$ cat src/nvh_pkg.sv
package nvh_pkg;

  ////////////////////////////////////////////////////////////////////////////
  // Clock and timing figures, in ns unless named otherwise
  localparam int CLK_PERIOD_NS              = 100;
  localparam int STORE_PULSE_MIN_NS         = 100;
  localparam int RECALL_PULSE_WINDOW_MIN_NS = 100;
  localparam int RECALL_PULSE_WINDOW_MAX_NS = 1000;
  localparam int RECALL_DURATION_MAX_US     = 5;
  localparam int STORE_DURATION_MAX_MS      = 5;
  localparam int SELECT_ACCESS_DELAY_NS     = 150;
  localparam int DRIVE_ACCESS_DELAY_NS      = 50;
  localparam int UNDRIVE_FLOAT_DELAY_NS     = 80;
  localparam int WRITE_FLOAT_DELAY_NS       = 80;
  localparam int SELECT_TO_WRITE_END_NS     = 150;
  localparam int DATA_BEFORE_WRITE_END_NS   = 100;
  localparam int POST_WRITE_DRIVE_DELAY_NS  = 5;

  // Least times round up, longest times round down, never below one cycle
  function automatic int cyc_min(input int ns);
    int c;
    c = (ns + CLK_PERIOD_NS - 1) / CLK_PERIOD_NS;
    return (c < 1) ? 1 : c;
  endfunction
  function automatic int cyc_max(input int ns);
    int c;
    c = ns / CLK_PERIOD_NS;
    return (c < 1) ? 1 : c;
  endfunction

  localparam int STORE_PULSE_CYC  = cyc_min(STORE_PULSE_MIN_NS);
  localparam int RECALL_PULSE_CYC = cyc_min(RECALL_PULSE_WINDOW_MIN_NS);
  localparam int RECALL_PULSE_MAX = cyc_max(RECALL_PULSE_WINDOW_MAX_NS);
  localparam int RECALL_WAIT_CYC  = cyc_min(RECALL_DURATION_MAX_US * 1000);
  localparam int STORE_WAIT_CYC   = cyc_min(STORE_DURATION_MAX_MS * 1000000);
  localparam int READ_WAIT_CYC    = cyc_min(SELECT_ACCESS_DELAY_NS);
  localparam int WRITE_PULSE_CYC  = cyc_min(SELECT_TO_WRITE_END_NS);
  localparam int FLOAT_WAIT_CYC   = cyc_min(UNDRIVE_FLOAT_DELAY_NS);
  localparam int POST_WRITE_CYC   = cyc_min(POST_WRITE_DRIVE_DELAY_NS);
  localparam int TIMER_W          = 16;

  ////////////////////////////////////////////////////////////////////////////
  // Bus widths and command codes
  localparam int ADDR_W = 9;
  localparam int DATA_W = 8;

  typedef enum logic [1:0] {
    NVH_CMD_READ   = 2'h0,
    NVH_CMD_WRITE  = 2'h1,
    NVH_CMD_STORE  = 2'h2,
    NVH_CMD_RECALL = 2'h3
  } nvh_cmd_t;

  typedef struct packed {
    nvh_cmd_t          cmd;
    logic [ADDR_W-1:0] addr;
    logic [DATA_W-1:0] wdata;
  } nvh_req_t;

  // Active-low control pins toward the memory
  typedef struct packed {
    logic chip_en_n;
    logic out_en_n;
    logic write_en_n;
    logic nv_access_n;
  } nvh_ctl_t;

  localparam nvh_ctl_t CTL_IDLE = 4'hf;

endpackage

$ cat src/nvh_ctrl.sv
// Function
// RQ1: A store is started by holding nv enable, write enable and chip enable low together at least 100 ns; it finishes within 5 ms.
// RQ2: A recall is started by holding nv enable, output enable and chip enable low together at least 0.1 us.
// RQ3: The recall pulse is kept no longer than 1 us.
// RQ4: A recall finishes within 5 us and recalled data is not used before then.
// RQ5: For a store, nv enable falls no later than write enable.
// RQ6: The memory floats its data pins within 80 ns of nv enable falling.
// RQ7: Read data is valid at most 150 ns after chip enable falls.
// RQ8: Read data is valid at most 50 ns after output enable falls.
// RQ9: The memory floats its data within 80 ns after chip enable rises.
// RQ10: The memory floats its data within 80 ns after output enable rises.
// RQ11: The memory floats its data within 80 ns after write enable falls.
// RQ12: The memory drives again no sooner than 5 ns after a write ends.
// RQ13: Chip enable is low at least 150 ns before a write ends.
// RQ14: Write data is stable at least 100 ns before a write ends.
// RQ15: Read data stays valid at least 0 ns after the address changes.
// RQ16: All further accesses are blocked until the store or recall time has elapsed.
module nvh_ctrl
  import nvh_pkg::*;
#(
  parameter int STORE_WAIT = STORE_WAIT_CYC
) (
  // Clock and reset
  input  wire logic                  i_clock,
  input  wire logic                  i_rst_b,
  // Request side
  input  wire logic                  i_req_valid,
  input  wire nvh_pkg::nvh_req_t     i_req,
  output logic                       o_req_ready,
  output logic                       o_rdata_valid,
  output logic [nvh_pkg::DATA_W-1:0] o_rdata,
  output logic                       o_busy,
  // Memory pins
  output nvh_pkg::nvh_ctl_t          o_ctl,
  output logic [nvh_pkg::ADDR_W-1:0] o_addr,
  output logic [nvh_pkg::DATA_W-1:0] o_dq_out,
  output logic                       o_dq_oe,
  input  wire logic [nvh_pkg::DATA_W-1:0] i_dq_in
);
  import nvh_pkg::*;

  ////////////////////////////////////////////////////////////////////////////
  // Reset release through two flops
  logic rst_meta_reg;
  logic rst_sync_reg;
  always_ff @(posedge i_clock or negedge i_rst_b) begin
    if (!i_rst_b) begin
      rst_meta_reg <= 1'b0;
      rst_sync_reg <= 1'b0;
    end else begin
      rst_meta_reg <= 1'b1;
      rst_sync_reg <= rst_meta_reg;
    end
  end

  ////////////////////////////////////////////////////////////////////////////
  // Read data pins through three flops; accept once stages two and three agree
  logic [DATA_W-1:0] dq_s1_reg;
  logic [DATA_W-1:0] dq_s2_reg;
  logic [DATA_W-1:0] dq_s3_reg;
  always_ff @(posedge i_clock or negedge rst_sync_reg) begin
    if (!rst_sync_reg) begin
      dq_s1_reg <= '0;
      dq_s2_reg <= '0;
      dq_s3_reg <= '0;
    end else begin
      dq_s1_reg <= i_dq_in;
      dq_s2_reg <= dq_s1_reg;
      dq_s3_reg <= dq_s2_reg;
    end
  end
  logic dq_stable;
  assign dq_stable = (dq_s2_reg == dq_s3_reg);

  ////////////////////////////////////////////////////////////////////////////
  // Sequencer
  typedef enum logic [2:0] {
    ST_IDLE   = 3'h0,
    ST_SETUP  = 3'h1,
    ST_PULSE  = 3'h3,
    ST_SAMPLE = 3'h2,
    ST_END    = 3'h6,
    ST_WAIT   = 3'h7
  } nvh_state_t;

  nvh_state_t        state_reg,  state_next;
  nvh_cmd_t          cmd_reg,    cmd_next;
  nvh_ctl_t          ctl_reg,    ctl_next;
  logic [ADDR_W-1:0] addr_reg,   addr_next;
  logic [DATA_W-1:0] wdata_reg,  wdata_next;
  logic              dq_oe_reg,  dq_oe_next;
  logic [DATA_W-1:0] rdata_reg,  rdata_next;
  logic              rvalid_reg, rvalid_next;
  logic [TIMER_W-1:0] tmr_reg,   tmr_next;
  logic [31:0]       busy_cnt_reg, busy_cnt_next;

  // Pulse length of the active phase for each command
  function automatic logic [TIMER_W-1:0] pulse_len(input nvh_cmd_t c);
    unique case (c)
      NVH_CMD_READ:   pulse_len = TIMER_W'(READ_WAIT_CYC + 2);
      NVH_CMD_WRITE:  pulse_len = TIMER_W'(WRITE_PULSE_CYC);
      NVH_CMD_STORE:  pulse_len = TIMER_W'(STORE_PULSE_CYC);
      NVH_CMD_RECALL: pulse_len = TIMER_W'(RECALL_PULSE_CYC);
    endcase
  endfunction

  // Next-state logic; long waits keep the bus idle so no access overlaps
  always_comb begin
    state_next    = state_reg;
    cmd_next      = cmd_reg;
    ctl_next      = ctl_reg;
    addr_next     = addr_reg;
    wdata_next    = wdata_reg;
    dq_oe_next    = dq_oe_reg;
    rdata_next    = rdata_reg;
    rvalid_next   = 1'b0;
    tmr_next      = (tmr_reg != '0) ? tmr_reg - 1'b1 : tmr_reg;
    busy_cnt_next = (busy_cnt_reg != '0) ? busy_cnt_reg - 1'b1 : busy_cnt_reg;
    unique case (state_reg)
      ST_IDLE: begin
        if (i_req_valid) begin
          cmd_next   = i_req.cmd;
          addr_next  = i_req.addr;
          wdata_next = i_req.wdata;
          state_next = ST_SETUP;
          // NV enable goes low first, before write or output enable [RQ5]
          ctl_next.nv_access_n = !((i_req.cmd == NVH_CMD_STORE) || (i_req.cmd == NVH_CMD_RECALL));
          ctl_next.chip_en_n   = 1'b0;                                  // [RQ13]
          // Drive write data a full pulse ahead of the write end [RQ14]
          dq_oe_next = (i_req.cmd == NVH_CMD_WRITE);
        end
      end
      ST_SETUP: begin
        state_next = ST_PULSE;
        tmr_next   = pulse_len(cmd_reg);
        unique case (cmd_reg)
          NVH_CMD_READ:   ctl_next.out_en_n   = 1'b0;
          NVH_CMD_WRITE:  ctl_next.write_en_n = 1'b0;
          NVH_CMD_STORE:  ctl_next.write_en_n = 1'b0;                   // [RQ1]
          NVH_CMD_RECALL: ctl_next.out_en_n   = 1'b0;                   // [RQ2]
        endcase
      end
      ST_PULSE: begin
        // Recall pulse ends long before the 1 us ceiling [RQ3]
        if (tmr_reg == '0) begin
          state_next = (cmd_reg == NVH_CMD_READ) ? ST_SAMPLE : ST_END;
        end
      end
      ST_SAMPLE: begin
        // Data sampled well after the access delays have run out [RQ7] [RQ8]
        if (dq_stable) begin
          rdata_next  = dq_s3_reg;
          rvalid_next = 1'b1;
          state_next  = ST_END;
        end
      end
      ST_END: begin
        ctl_next   = CTL_IDLE;
        dq_oe_next = 1'b0;
        state_next = ST_WAIT;
        // Hold off further access for store or recall completion [RQ16]
        unique case (cmd_reg)
          NVH_CMD_STORE:  busy_cnt_next = 32'(STORE_WAIT);              // [RQ1]
          NVH_CMD_RECALL: busy_cnt_next = 32'(RECALL_WAIT_CYC);         // [RQ4]
          default:        busy_cnt_next = 32'(FLOAT_WAIT_CYC + POST_WRITE_CYC);
        endcase
      end
      ST_WAIT: begin
        // Also lets the memory float its pins before the next cycle [RQ10]
        if (busy_cnt_reg <= 32'h1) begin
          state_next = ST_IDLE;
        end
      end
      default: state_next = ST_IDLE;
    endcase
  end

  // State registers
  always_ff @(posedge i_clock or negedge rst_sync_reg) begin
    if (!rst_sync_reg) begin
      state_reg    <= ST_IDLE;
      cmd_reg      <= NVH_CMD_READ;
      ctl_reg      <= CTL_IDLE;
      addr_reg     <= '0;
      wdata_reg    <= '0;
      dq_oe_reg    <= 1'b0;
      rdata_reg    <= '0;
      rvalid_reg   <= 1'b0;
      tmr_reg      <= '0;
      busy_cnt_reg <= '0;
    end else begin
      state_reg    <= state_next;
      cmd_reg      <= cmd_next;
      ctl_reg      <= ctl_next;
      addr_reg     <= addr_next;
      wdata_reg    <= wdata_next;
      dq_oe_reg    <= dq_oe_next;
      rdata_reg    <= rdata_next;
      rvalid_reg   <= rvalid_next;
      tmr_reg      <= tmr_next;
      busy_cnt_reg <= busy_cnt_next;
    end
  end

  ////////////////////////////////////////////////////////////////////////////
  // Outputs
  assign o_req_ready   = (state_reg == ST_IDLE);
  assign o_busy        = (state_reg != ST_IDLE);
  assign o_rdata_valid = rvalid_reg;
  assign o_rdata       = rdata_reg;
  assign o_ctl         = ctl_reg;
  assign o_addr        = addr_reg;
  assign o_dq_out      = wdata_reg;
  assign o_dq_oe       = dq_oe_reg;
endmodule

$ cat config.mk
export PLATFORM = sky130hd
export DESIGN_NAME = nvh_ctrl
export DESIGN_NICKNAME = d
export VERILOG_FILES = /design/src/nvh_pkg.sv /design/src/nvh_ctrl.sv
export SDC_FILE = /design/constraint.sdc
export NUM_CORES = 1
export LEC_CHECK = 0
export BUFFER_PORTS_ARGS = -buffer_cell sky130_fd_sc_hd__buf_2
export CAP_MARGIN = 10
export CORE_UTILIZATION = 52
export CTS_CLUSTER_DIAMETER = 150
export DETAILED_ROUTE_END_ITERATION = 8
export PLACE_DENSITY_LB_ADDON = 0.15
export REMOVE_ABC_BUFFERS = 1
export SETUP_SLACK_MARGIN = 0.02
export SLEW_MARGIN = 20
export SYNTH_ARGS = -nofsm -noshare
export SYNTH_HDL_FRONTEND = slang
export SYNTH_SLANG_ARGS = --single-unit
$ cat constraint.sdc
create_clock -name i_clock -period 3.4 [get_ports i_clock]
set_input_delay 0 -clock i_clock [delete_from_list [all_inputs] [get_ports i_clock]]
set_output_delay 0 -clock i_clock [all_outputs]
set_load 0.1 [all_outputs]
# ---- Yosys cells after proc, flatten, opt, wreduce, memory -nomap -nowiden
# Cells that the tools add are included.
dict set report word_totals {
  rom_bits 0
  register_bits 110
  ram_bits 0
  latchBits 0
  memories 0
  elab_cells 83
  output_inout_bits 33
}
dict set report op_classes {
  bitwise 0
  multipliers 0
  div 0
  muxes 23
  n_eq_ne 18
  order_cmp 1
  add_sub_neg 2
  reduce_logical 21
  shifts 0
}
# operator n
set ops {}
lappend ops {{$mux 32} 2}
lappend ops {{$pmux 16 s3} 1}
lappend ops {{$le 32x1->1 const B} 1}
lappend ops {{$mux 16} 2}
lappend ops {{$pmux 16 s2} 1}
lappend ops {{$reduce_bool 32->1} 1}
lappend ops {{$sub 32x1->32 const B} 1}
lappend ops {{$pmux 3 s6} 1}
lappend ops {{$logic_not 16->1} 1}
lappend ops {{$reduce_bool 16->1} 1}
lappend ops {{$sub 16x1->16 const B} 1}
lappend ops {{$mux 3} 5}
lappend ops {{$ne 2x2->1 const B} 6}
lappend ops {{$reduce_and 2->1} 5}
lappend ops {{$eq 2x2->1 const B} 4}
lappend ops {{$eq 8x8->1} 1}
lappend ops {{$reduce_bool 2->1} 4}
lappend ops {{$mux 1} 7}
lappend ops {{$eq 3x2->1 const B} 2}
lappend ops {{$eq 3x3->1 const B} 2}
lappend ops {{$pmux 1 s2} 3}
lappend ops {{$reduce_or 2->1} 3}
lappend ops {{$eq 2x1->1 const B} 2}
lappend ops {{$pmux 2 s2} 1}
lappend ops {{other kinds (7)} 7}

# ---- Longest topological paths before layout
# Gate-level depths: netlist (run 1).
dict set report depth {
  ltp_word 5
  ltp_mapped 10
  mapped_depth_nobuf 7
}

# ---- Worst setup path before layout (run 1)
# OpenSTA, ideal clock, no wires.
dict set report synth_path {
  kind {register to output}
  from {register state_reg[0]}
  to {output port o_busy}
  required_time_ns 3.400
  t_arrival_ns 4.003
  path_stages_with_launch 4
  setup_slack_ns -0.603
  path_cell_list {dfrtp_1 clkbuf_1 nor3_1 inv_1}
}
dict set report synth_between {
  elab_chain_cells 1
}
# item line
set synth_lines {}
lappend synth_lines {{from (decl)} nvh_ctrl.sv:86} ;# nvh_state_t state_reg, state_next;
lappend synth_lines {{from (signal assigned)} nvh_ctrl.sv:192} ;# state_reg <= state_next;
lappend synth_lines {{$reduce_bool 3->1} nvh_ctrl.sv:208} ;# assign o_busy = (state_reg != ST_IDLE);
lappend synth_lines {{to (decl)} nvh_ctrl.sv:32} ;# output logic o_busy,
# Every way passes these cells.

# ---- Worst setup path after layout (run 1)
dict set report layout_path {
  from {register busy_cnt_reg[21]}
  to {register busy_cnt_reg[29]}
}
dict set report layout_between {
  elab_chain_cells 3
}
# item line
set layout_lines {}
lappend layout_lines {{from (decl)} nvh_ctrl.sv:95} ;# logic [31:0] busy_cnt_reg, busy_cnt_next;
lappend layout_lines {{from (signal assigned)} nvh_ctrl.sv:201} ;# busy_cnt_reg <= busy_cnt_next;
lappend layout_lines {{$sub 32x1->32} nvh_ctrl.sv:118} ;# busy_cnt_next = (busy_cnt_reg != '0) ? busy_cnt_reg - 1'b1 : busy_cnt_reg;
lappend layout_lines {{$mux 32} nvh_ctrl.sv:118}
lappend layout_lines {{$mux 32} nvh_ctrl.sv:119} ;# unique case (state_reg)
# Parallel ways exist; a longest one is shown, timed or not. The select of a mux whose other input is x is not followed.
# A chain may end at the register's enable or synchronous reset.

==> summary.md, run 1 <==
| Metric | Value |
|---|---|
| Status | `finished clean` |
| Post-Synthesis Cell Area | `roughly 4900 um2` |
| VDD IR-drop max | `between 0.2 and 0.3 mV` |
| Initial antenna violation count | `0` |
| Clock transition at path regs | `0.10 ns` |
| WL per Instance | `14.0 um` |
| Worst Skew | `~0.0095 ns` |
| Crit. End Element | `flop` |
| Crit path launch type | `flop` |
| CP Max Fanout | `20` |
| Critical path origin | `busy_cnt_reg[21]$_DFFE_PN0P_` |
| Skew-Pair Late Insertion Delay | `roughly 0.37 ns` |
| Post-route setup slack | `about 0.71 ns` |
| Worst setup path end | `busy_cnt_reg[29]$_DFFE_PN0P_` |
| Core Util, Final | `0.634` |
| Max reg flops | `32` |
| Worst reg-to-reg path cell count | `5` |
| Register bit total from synthesis | `110` |
| Layout cell share with drive strength beyond 1 | `0.234` |
| Reg2reg setup slack | `around 0.71 ns` |
| Crit Path Class | `reg2reg` |
| CP required | `3.64 ns` |
| Filler instances | `738` |
| Power Internal | `~1.7 mW` |
| DR iter-0 viols | `about 160` |
| GRT Util Overall | `0.208` |
| Syn Area/Cell | `approximately 11 um2` |
| ANT nets after route | `0` |
| Final setup viols | `0` |
| Reg2reg end | `busy_cnt_reg[29]$_DFFE_PN0P_` |
| Final HPWL DP | `6.38 mm` |
| Core Area | `just over 9000 um2` |
| Xor and xnor area share after synthesis | `0.0460` |
| Largest net degree at the start of global routing | `slightly above 70` |
| Yosys warns | `0` |
| Number of global-route vias before repair | `3538` |
| DIE AREA | `between 9000 and 10000 um2` |
| Fin. max-slew vios | `0` |
| Dpl ws | `0.677 ns` |
| Most frequent cells in the layout | `105 x dfrtp_1, 79 x nand2_1, 62 x buf_2` |
| Most common cell after layout, fill and taps aside | `dfrtp_1` |
| CP arrival | `2.94 ns` |
| Reg2reg start | `busy_cnt_reg[21]$_DFFE_PN0P_` |
| Switching share of power | `0.224` |
| TritonCTS clock tree | `yes` |
| Die width | `between 90 and 100 um` |
| Cell row count | `35` |
| Leak | `between 2 and 3 nW` |
| I/O pin cnt | `63` |
| Clk root buf | `clkbuf_8` |
| Period utilization | `0.792` |
| Power share of the sequential group | `0.610` |
| GRT overflow | `0` |
| Port Buf Inserts | `62` |
| Dpl cell area | `5360 um2` |
| Max-slew headroom | `0.408` |
| Comb power frac | `0.028` |
| CTS Buf Count | `9` |
| Min Tclk post-route | `between 2 and 3 ns` |
| Netlist cell types | `55` |
| Hold_ws | `0.0811 ns` |
| HP Class | `in2reg` |
| Clk sink count | `110` |
| CTS resizes | `0` |
| First-pass iteration count of the detailed router | `4` |
| Post-Synthesis Cells | `about 470` |
| Htree depth | `3` |
| Largest family of logic cells by synthesized area | `simple AND/OR/NAND/NOR gates` |
| Routed WL | `around 9.7 mm` |
| Clk pwr share | `0.362` |
| Fmax | `~370 MHz` |
| DRC Markers | `0` |
| Die Height | `about 100 um` |
| Worst-margin pin slew | `just under 0.9 ns` |
| Via count | `3649` |
| Switching Power | `approximately 0.49 mW` |
| Synth Area in Compound Gates | `0.111` |
| Sequential area share after synthesis | `0.557` |
| Synth Area in Adders | `0.0228` |
| Final Cell Area | `roughly 5900 um2` |
| First-pass GRT wire length | `approximately 16 mm` |
| Synth-to-Final Area Change | `18.3%` |
| Vias/cell | `about 5.3` |
| Starting Density | `0.536` |
| GPL Wtd Cong | `0.787` |
| RSZ-0062 raised after global routing | `no` |
| Max cap viols | `0` |
| Setup Fix Bufs, Post-CTS | `0` |
| Pwr/cell area | `around 380 nW/um2` |
| Final Hold Viols | `0` |
| Mux cell area share after synthesis | `0.0245` |
| Inserted Diodes | `0` |
| Bufs on Longest Clock Path | `2` |
| Post-Synth Simple-Gate Area | `0.204` |
| Final net count | `between 500 and 600` |
## worst min path at each step
stage	slack (ns)	cells past startpoint	end	start
after floorplan	-0.30	0	rst_meta_reg$_DFF_PN0_	i_rst_b
after global routing	0.08	5	state_reg[0]$_DFFE_PN0P_	i_req_valid
final	0.08	5	state_reg[0]$_DFFE_PN0P_	i_req_valid
after detailed placement	-0.21	1	rst_meta_reg$_DFF_PN0_	i_rst_b
after CTS	0.07	5	state_reg[0]$_DFFE_PN0P_	i_req_valid
after global placement	-0.22	1	rst_meta_reg$_DFF_PN0_	i_rst_b
## cells in the mapped netlist (all sizes together)
| cell type | instances | share of area |
|---|---|---|
| and4 | 2 | 0.0035 |
| a211o | 1 | 0.0018 |
| and2 | 3 | 0.0038 |
| nand2 | 79 | 0.060 |
| o31ai | 17 | 0.031 |
| o211ai | 5 | 0.0076 |
| nor3b | 1 | 0.0015 |
| or3 | 16 | 0.021 |
| o31a | 2 | 0.0035 |
| conb | 1 | 0.00076 |
| mux2i | 2 | 0.0040 |
| nor4 | 10 | 0.014 |
| o41ai | 1 | 0.0018 |
| mux2 | 9 | 0.020 |
| buf | 5 | 0.011 |
| nor3 | 13 | 0.014 |
| nor2 | 35 | 0.027 |
| a31oi | 3 | 0.0038 |
| or3b | 2 | 0.0035 |
| nand4 | 1 | 0.0013 |
| ha | 9 | 0.023 |
| or4b | 1 | 0.0020 |
| or4 | 18 | 0.030 |
| o21ai | 20 | 0.021 |
| nand2b | 2 | 0.0025 |
| or2 | 7 | 0.0089 |
| nand3b | 1 | 0.0015 |
| o2111ai | 2 | 0.0035 |
| xnor2 | 5 | 0.0088 |
| dfstp | 4 | 0.021 |
| o22ai | 2 | 0.0025 |
| xor2 | 21 | 0.037 |
| clkbuf | 15 | 0.013 |
| nand3 | 6 | 0.0061 |
| inv | 12 | 0.0091 |
| or2b | 1 | 0.0015 |
| a21oi | 28 | 0.034 |
| dfrtp | 106 | 0.54 |
| nor4b | 1 | 0.0018 |
## cells by family (layout without fill, tap and decap cells)
| family | count (synthesis) | after routing |
|---|---|---|
| buffers and inverters | 32 | 126 |
| muxes | 11 | 11 |
| other | 1 | 1 |
| DFF | 110 | 110 |
| adders and majority gates | 9 | 9 |
| xor gates and xnor gates | 26 | 26 |
| AOI/OAI and AO/OA | 81 | 81 |
| and+or+nand+nor | 199 | 199 |
## what timing repair did
| item | 4_1_cts | 5_1_grt |
|---|---|---|
| endpoints found under the hold margin | 31 | 0 |
| hold buffers | 29 | 0 |
| endpoints found under the setup margin | 0 | 0 |
## worst max-delay path, stage by stage, from the launching register on
cell	delay (ns)
dfrtp_1	0.44
or4_4	0.52
or4_4	0.63
o31ai_4	0.67
or4_2	0.26
a21oi_2	0.05
## per-stage QoR
stage                     instances  setup TNS (ns)  power [mW]
after global placement          647               0        1.41
final                           692               0        2.21
after floorplan                 449          -11.75        1.38
after CTS                       692               0        2.24
after detailed placement        647               0        1.41
after global routing            692               0        2.29
## per-layer routing
metal / routed length [um] / track usage / share of wire
met1: 4460 / 0.276 / 0.46
met2: 4800 / 0.347 / 0.50
met3: 265 / 0.0464 / 0.027
met4: 136 / 0.0577 / 0.014
met5: 0 / 0 / 0
## power by group through the flow
stage	Sequential (mW)	Combinational (mW)	Clock [mW]
2_1_floorplan	1.37	0.00708	0
3_3_place_gp	1.37	0.0353	0
3_5_place_dp	1.37	0.0361	0
4_1_cts	1.35	0.0622	0.827
5_1_grt	1.35	0.0680	0.867
6_report	1.35	0.0619	0.798
## area by class of cell
class	instances	area, um2	share of cell area
Multi-Input combinational cell	327	2030	0.346
Timing Repair Buffer	98	653	0.112
Sequential cell	110	2760	0.472
Clock buffer	9	124	0.0212
Clock inverter	7	83.8	0.0143
Tap cell	129	161	0.0276
Inverter	12	45.0	0.00769
No activity file was read; power rests on OpenSTA's default activity.
==> inputs of run 2 (changes only) <==
Settings changed: CORE_UTILIZATION 52 to 58.
Clock period 3.4 ns to 2.7 ns, I/O delays scaled along.
==> run 2 against run 1 <==
Cell area up 0.43%; clock power up 27%; via count up 2.3%; critical path depth up 1; register-to-register slack worse by 0.47 ns; sequential power up 25%; largest cell class unchanged.
==> summary.md, run 2 (synthesis gave the netlist of run 1 again) <==
| Metric | Value |
|---|---|
| Die width | `94.4 um (-5.2%)` |
| Via count | `3732 (+2.3%)` |
| Filler instances | `601 (-19%)` |
| I/O pin cnt | `63 (unchanged)` |
| DRC Markers | `0 (unchanged)` |
| Hold-fix buffers, CTS | `29 (unchanged)` |
| Max cap viols | `0 (unchanged)` |
| TritonCTS clock tree | `yes` |
| HP Class | `in2reg` |
| Critical path origin | `busy_cnt_reg[8]$_DFFE_PN0P_` |
| ANT nets after route | `0 (unchanged)` |
| Pwr/cell area | `474 nW/um2 (+26%)` |
| First-pass iteration count of the detailed router | `6 (+2)` |
| Setup TNS | `0 ns (unchanged)` |
| Status | `finished clean` |
| Bufs on Longest Clock Path | `2 (unchanged)` |
| CTS Buf Count | `9 (unchanged)` |
| Clk sink count | `110 (unchanged)` |
| Worst-margin pin slew | `0.644 ns (-0.244 ns)` |
| DIE AREA | `8910 um2 (-10%)` |
| Clock transition at path regs | `0.11 ns (about the same)` |
| Crit Path Class | `reg2reg` |
| RSZ-0062 raised after global routing | `no` |
| Most frequent cells in the layout | `105 x dfrtp_1, 79 x nand2_1, 62 x buf_2` |
| VDD IR-drop max | `0.336 mV (+29%)` |
| Period utilization | `0.911 (+0.119)` |
| Synth-to-Final Area Change | `18.8%` |
| Initial antenna violation count | `0 (unchanged)` |
| Leak | `2.68 nW (+1.5%)` |
| Worst Skew | `0.0110 ns (+0.00152 ns)` |
| Max-slew headroom | `0.570 (+0.162)` |
| Clk root buf | `clkbuf_8` |
| Largest net degree at the start of global routing | `62 (-14%)` |
| Core Area | `8220 um2 (-11%)` |
| Cell row count | `33 (-5.7%)` |
| Crit path launch type | `flop` |
| Max reg flops | `32 (unchanged)` |
| CP Max Fanout | `20 (unchanged)` |
| Most common cell after layout, fill and taps aside | `dfrtp_1` |
| GRT Util Overall | `0.246 (+0.0375)` |
| Number of global-route vias before repair | `3752 (+6.0%)` |
| Fmax | `407 MHz (+9.5%)` |
| First-pass GRT wire length | `16.9 mm (+3.6%)` |
| Inserted Diodes | `0 (unchanged)` |
| Crit. End Element | `flop` |
| Min Tclk post-route | `2.46 ns (-0.234 ns)` |
| HP Start | `i_req_valid` |
| Htree depth | `3 (unchanged)` |
| Fin. max-slew vios | `0 (unchanged)` |
| Final HPWL DP | `6.62 mm (+3.9%)` |
| Skew-Pair Late Insertion Delay | `0.38 ns (about the same)` |
| DR iter-0 viols | `121 (-25%)` |
| Final Hold Viols | `0 (unchanged)` |
| Layout cell share with drive strength beyond 1 | `0.243 (+0.00807)` |
| Port Buf Inserts | `62 (unchanged)` |
| Pwr Total | `2.79 mW (+26%)` |
| Setup Fix Bufs, Post-CTS | `0 (unchanged)` |
| Starting Density | `0.602 (+0.0667)` |
| CTS resizes | `0 (unchanged)` |
| CP arrival | `2.77 ns (-0.17 ns)` |
| Vias/cell | `5.54 (+5.0%)` |
| Final setup viols | `0 (unchanged)` |
| WL per Instance | `14.9 um (+6.9%)` |
| Reg2reg start | `busy_cnt_reg[8]$_DFFE_PN0P_` |
| GPL Wtd Cong | `0.785 (-0.27%)` |
| CP required | `3.01 ns (-0.63 ns)` |
| Final net count | `603 (+1.0%)` |
| Routed WL | `10.1 mm (+4.1%)` |
| Die Height | `94.4 um (-5.2%)` |
| GRT overflow | `0 (unchanged)` |
[run 2: changes by cell type in the layout (fill, tap and decap cells not counted), sizes merged]
cell | previous run | this run
inv | 13 | 17
buf | 69 | 75
clkinv | 3 | 2
clkinvlp | 2 | 0
bufinv | 1 | 0
[run 2: cell type report]
type | count | area [um2] | share of cell area
Multi-Input combinational cell | 327 | 2030 | 0.345
Clock inverter | 7 | 81.3 | 0.0138
Tap cell | 105 | 131 | 0.0223
Inverter | 12 | 45.0 | 0.00766
Sequential cell | 110 | 2760 | 0.470
Clock buffer | 9 | 124 | 0.0211
Timing Repair Buffer | 104 | 711 | 0.121
[run 2: power by group]
part | total [mW] | internal [mW] | switching (mW)
clock | 1.01 | 0.377 | 0.635
combinational | 0.0859 | 0.0509 | 0.0350
sequential | 1.69 | 1.67 | 0.0232
[run 2: routing by layer]
metal,vias to the layer above,share of wire,track usage
met4,0,0.012,0.0782
met1,1832,0.43,0.301
li1,1829,-,-
met3,16,0.028,0.0604
met2,55,0.53,0.428
met5,-,0,0
[run 2: worst max-delay path: stages, from the launching register on]
cell and delay [ns]:
dfrtp_1 0.45, nor4_1 0.48, and4_1 0.35, o31ai_4 0.09, buf_4 0.20, or4_2 0.66
a21oi_2 0.15
[run 2: path summary, 6_finish.rpt]
| kind | end | slack (ns) | cells after the start |
|---|---|---|---|
| max | busy_cnt_reg[29]$_DFFE_PN0P_ | 0.24 | 6 |
| min | state_reg[0]$_DFFE_PN0P_ | 0.07 | 5 |
| max reg2reg | busy_cnt_reg[29]$_DFFE_PN0P_ | 0.24 | 6 |
| min reg2reg | dq_s3_reg[3]$_DFF_PN0_ | 0.34 | 0 |
| max in group asynchronous | o_ctl[3]$_DFFE_PN1P_ | 1.57 | 1 |
| min in group asynchronous | dq_s3_reg[3]$_DFF_PN0_ | 0.34 | 0 |
[run 2: stage by stage]
stage | worst slack (ns) | hold WS, ns | cells | utilization | instance area, um2
final | 0.241 | 0.0668 | 674 | 0.716 | 5880
after detailed placement | 0.262 | -0.214 | 629 | 0.655 | 5390
after floorplan | -1.33 | -0.296 | 449 | - | 4830
after CTS | 0.252 | 0.0387 | 674 | 0.716 | 5880
after global routing | 0.137 | 0.115 | 674 | 0.716 | 5880
after global placement | 0.336 | -0.216 | 629 | 0.655 | 5390
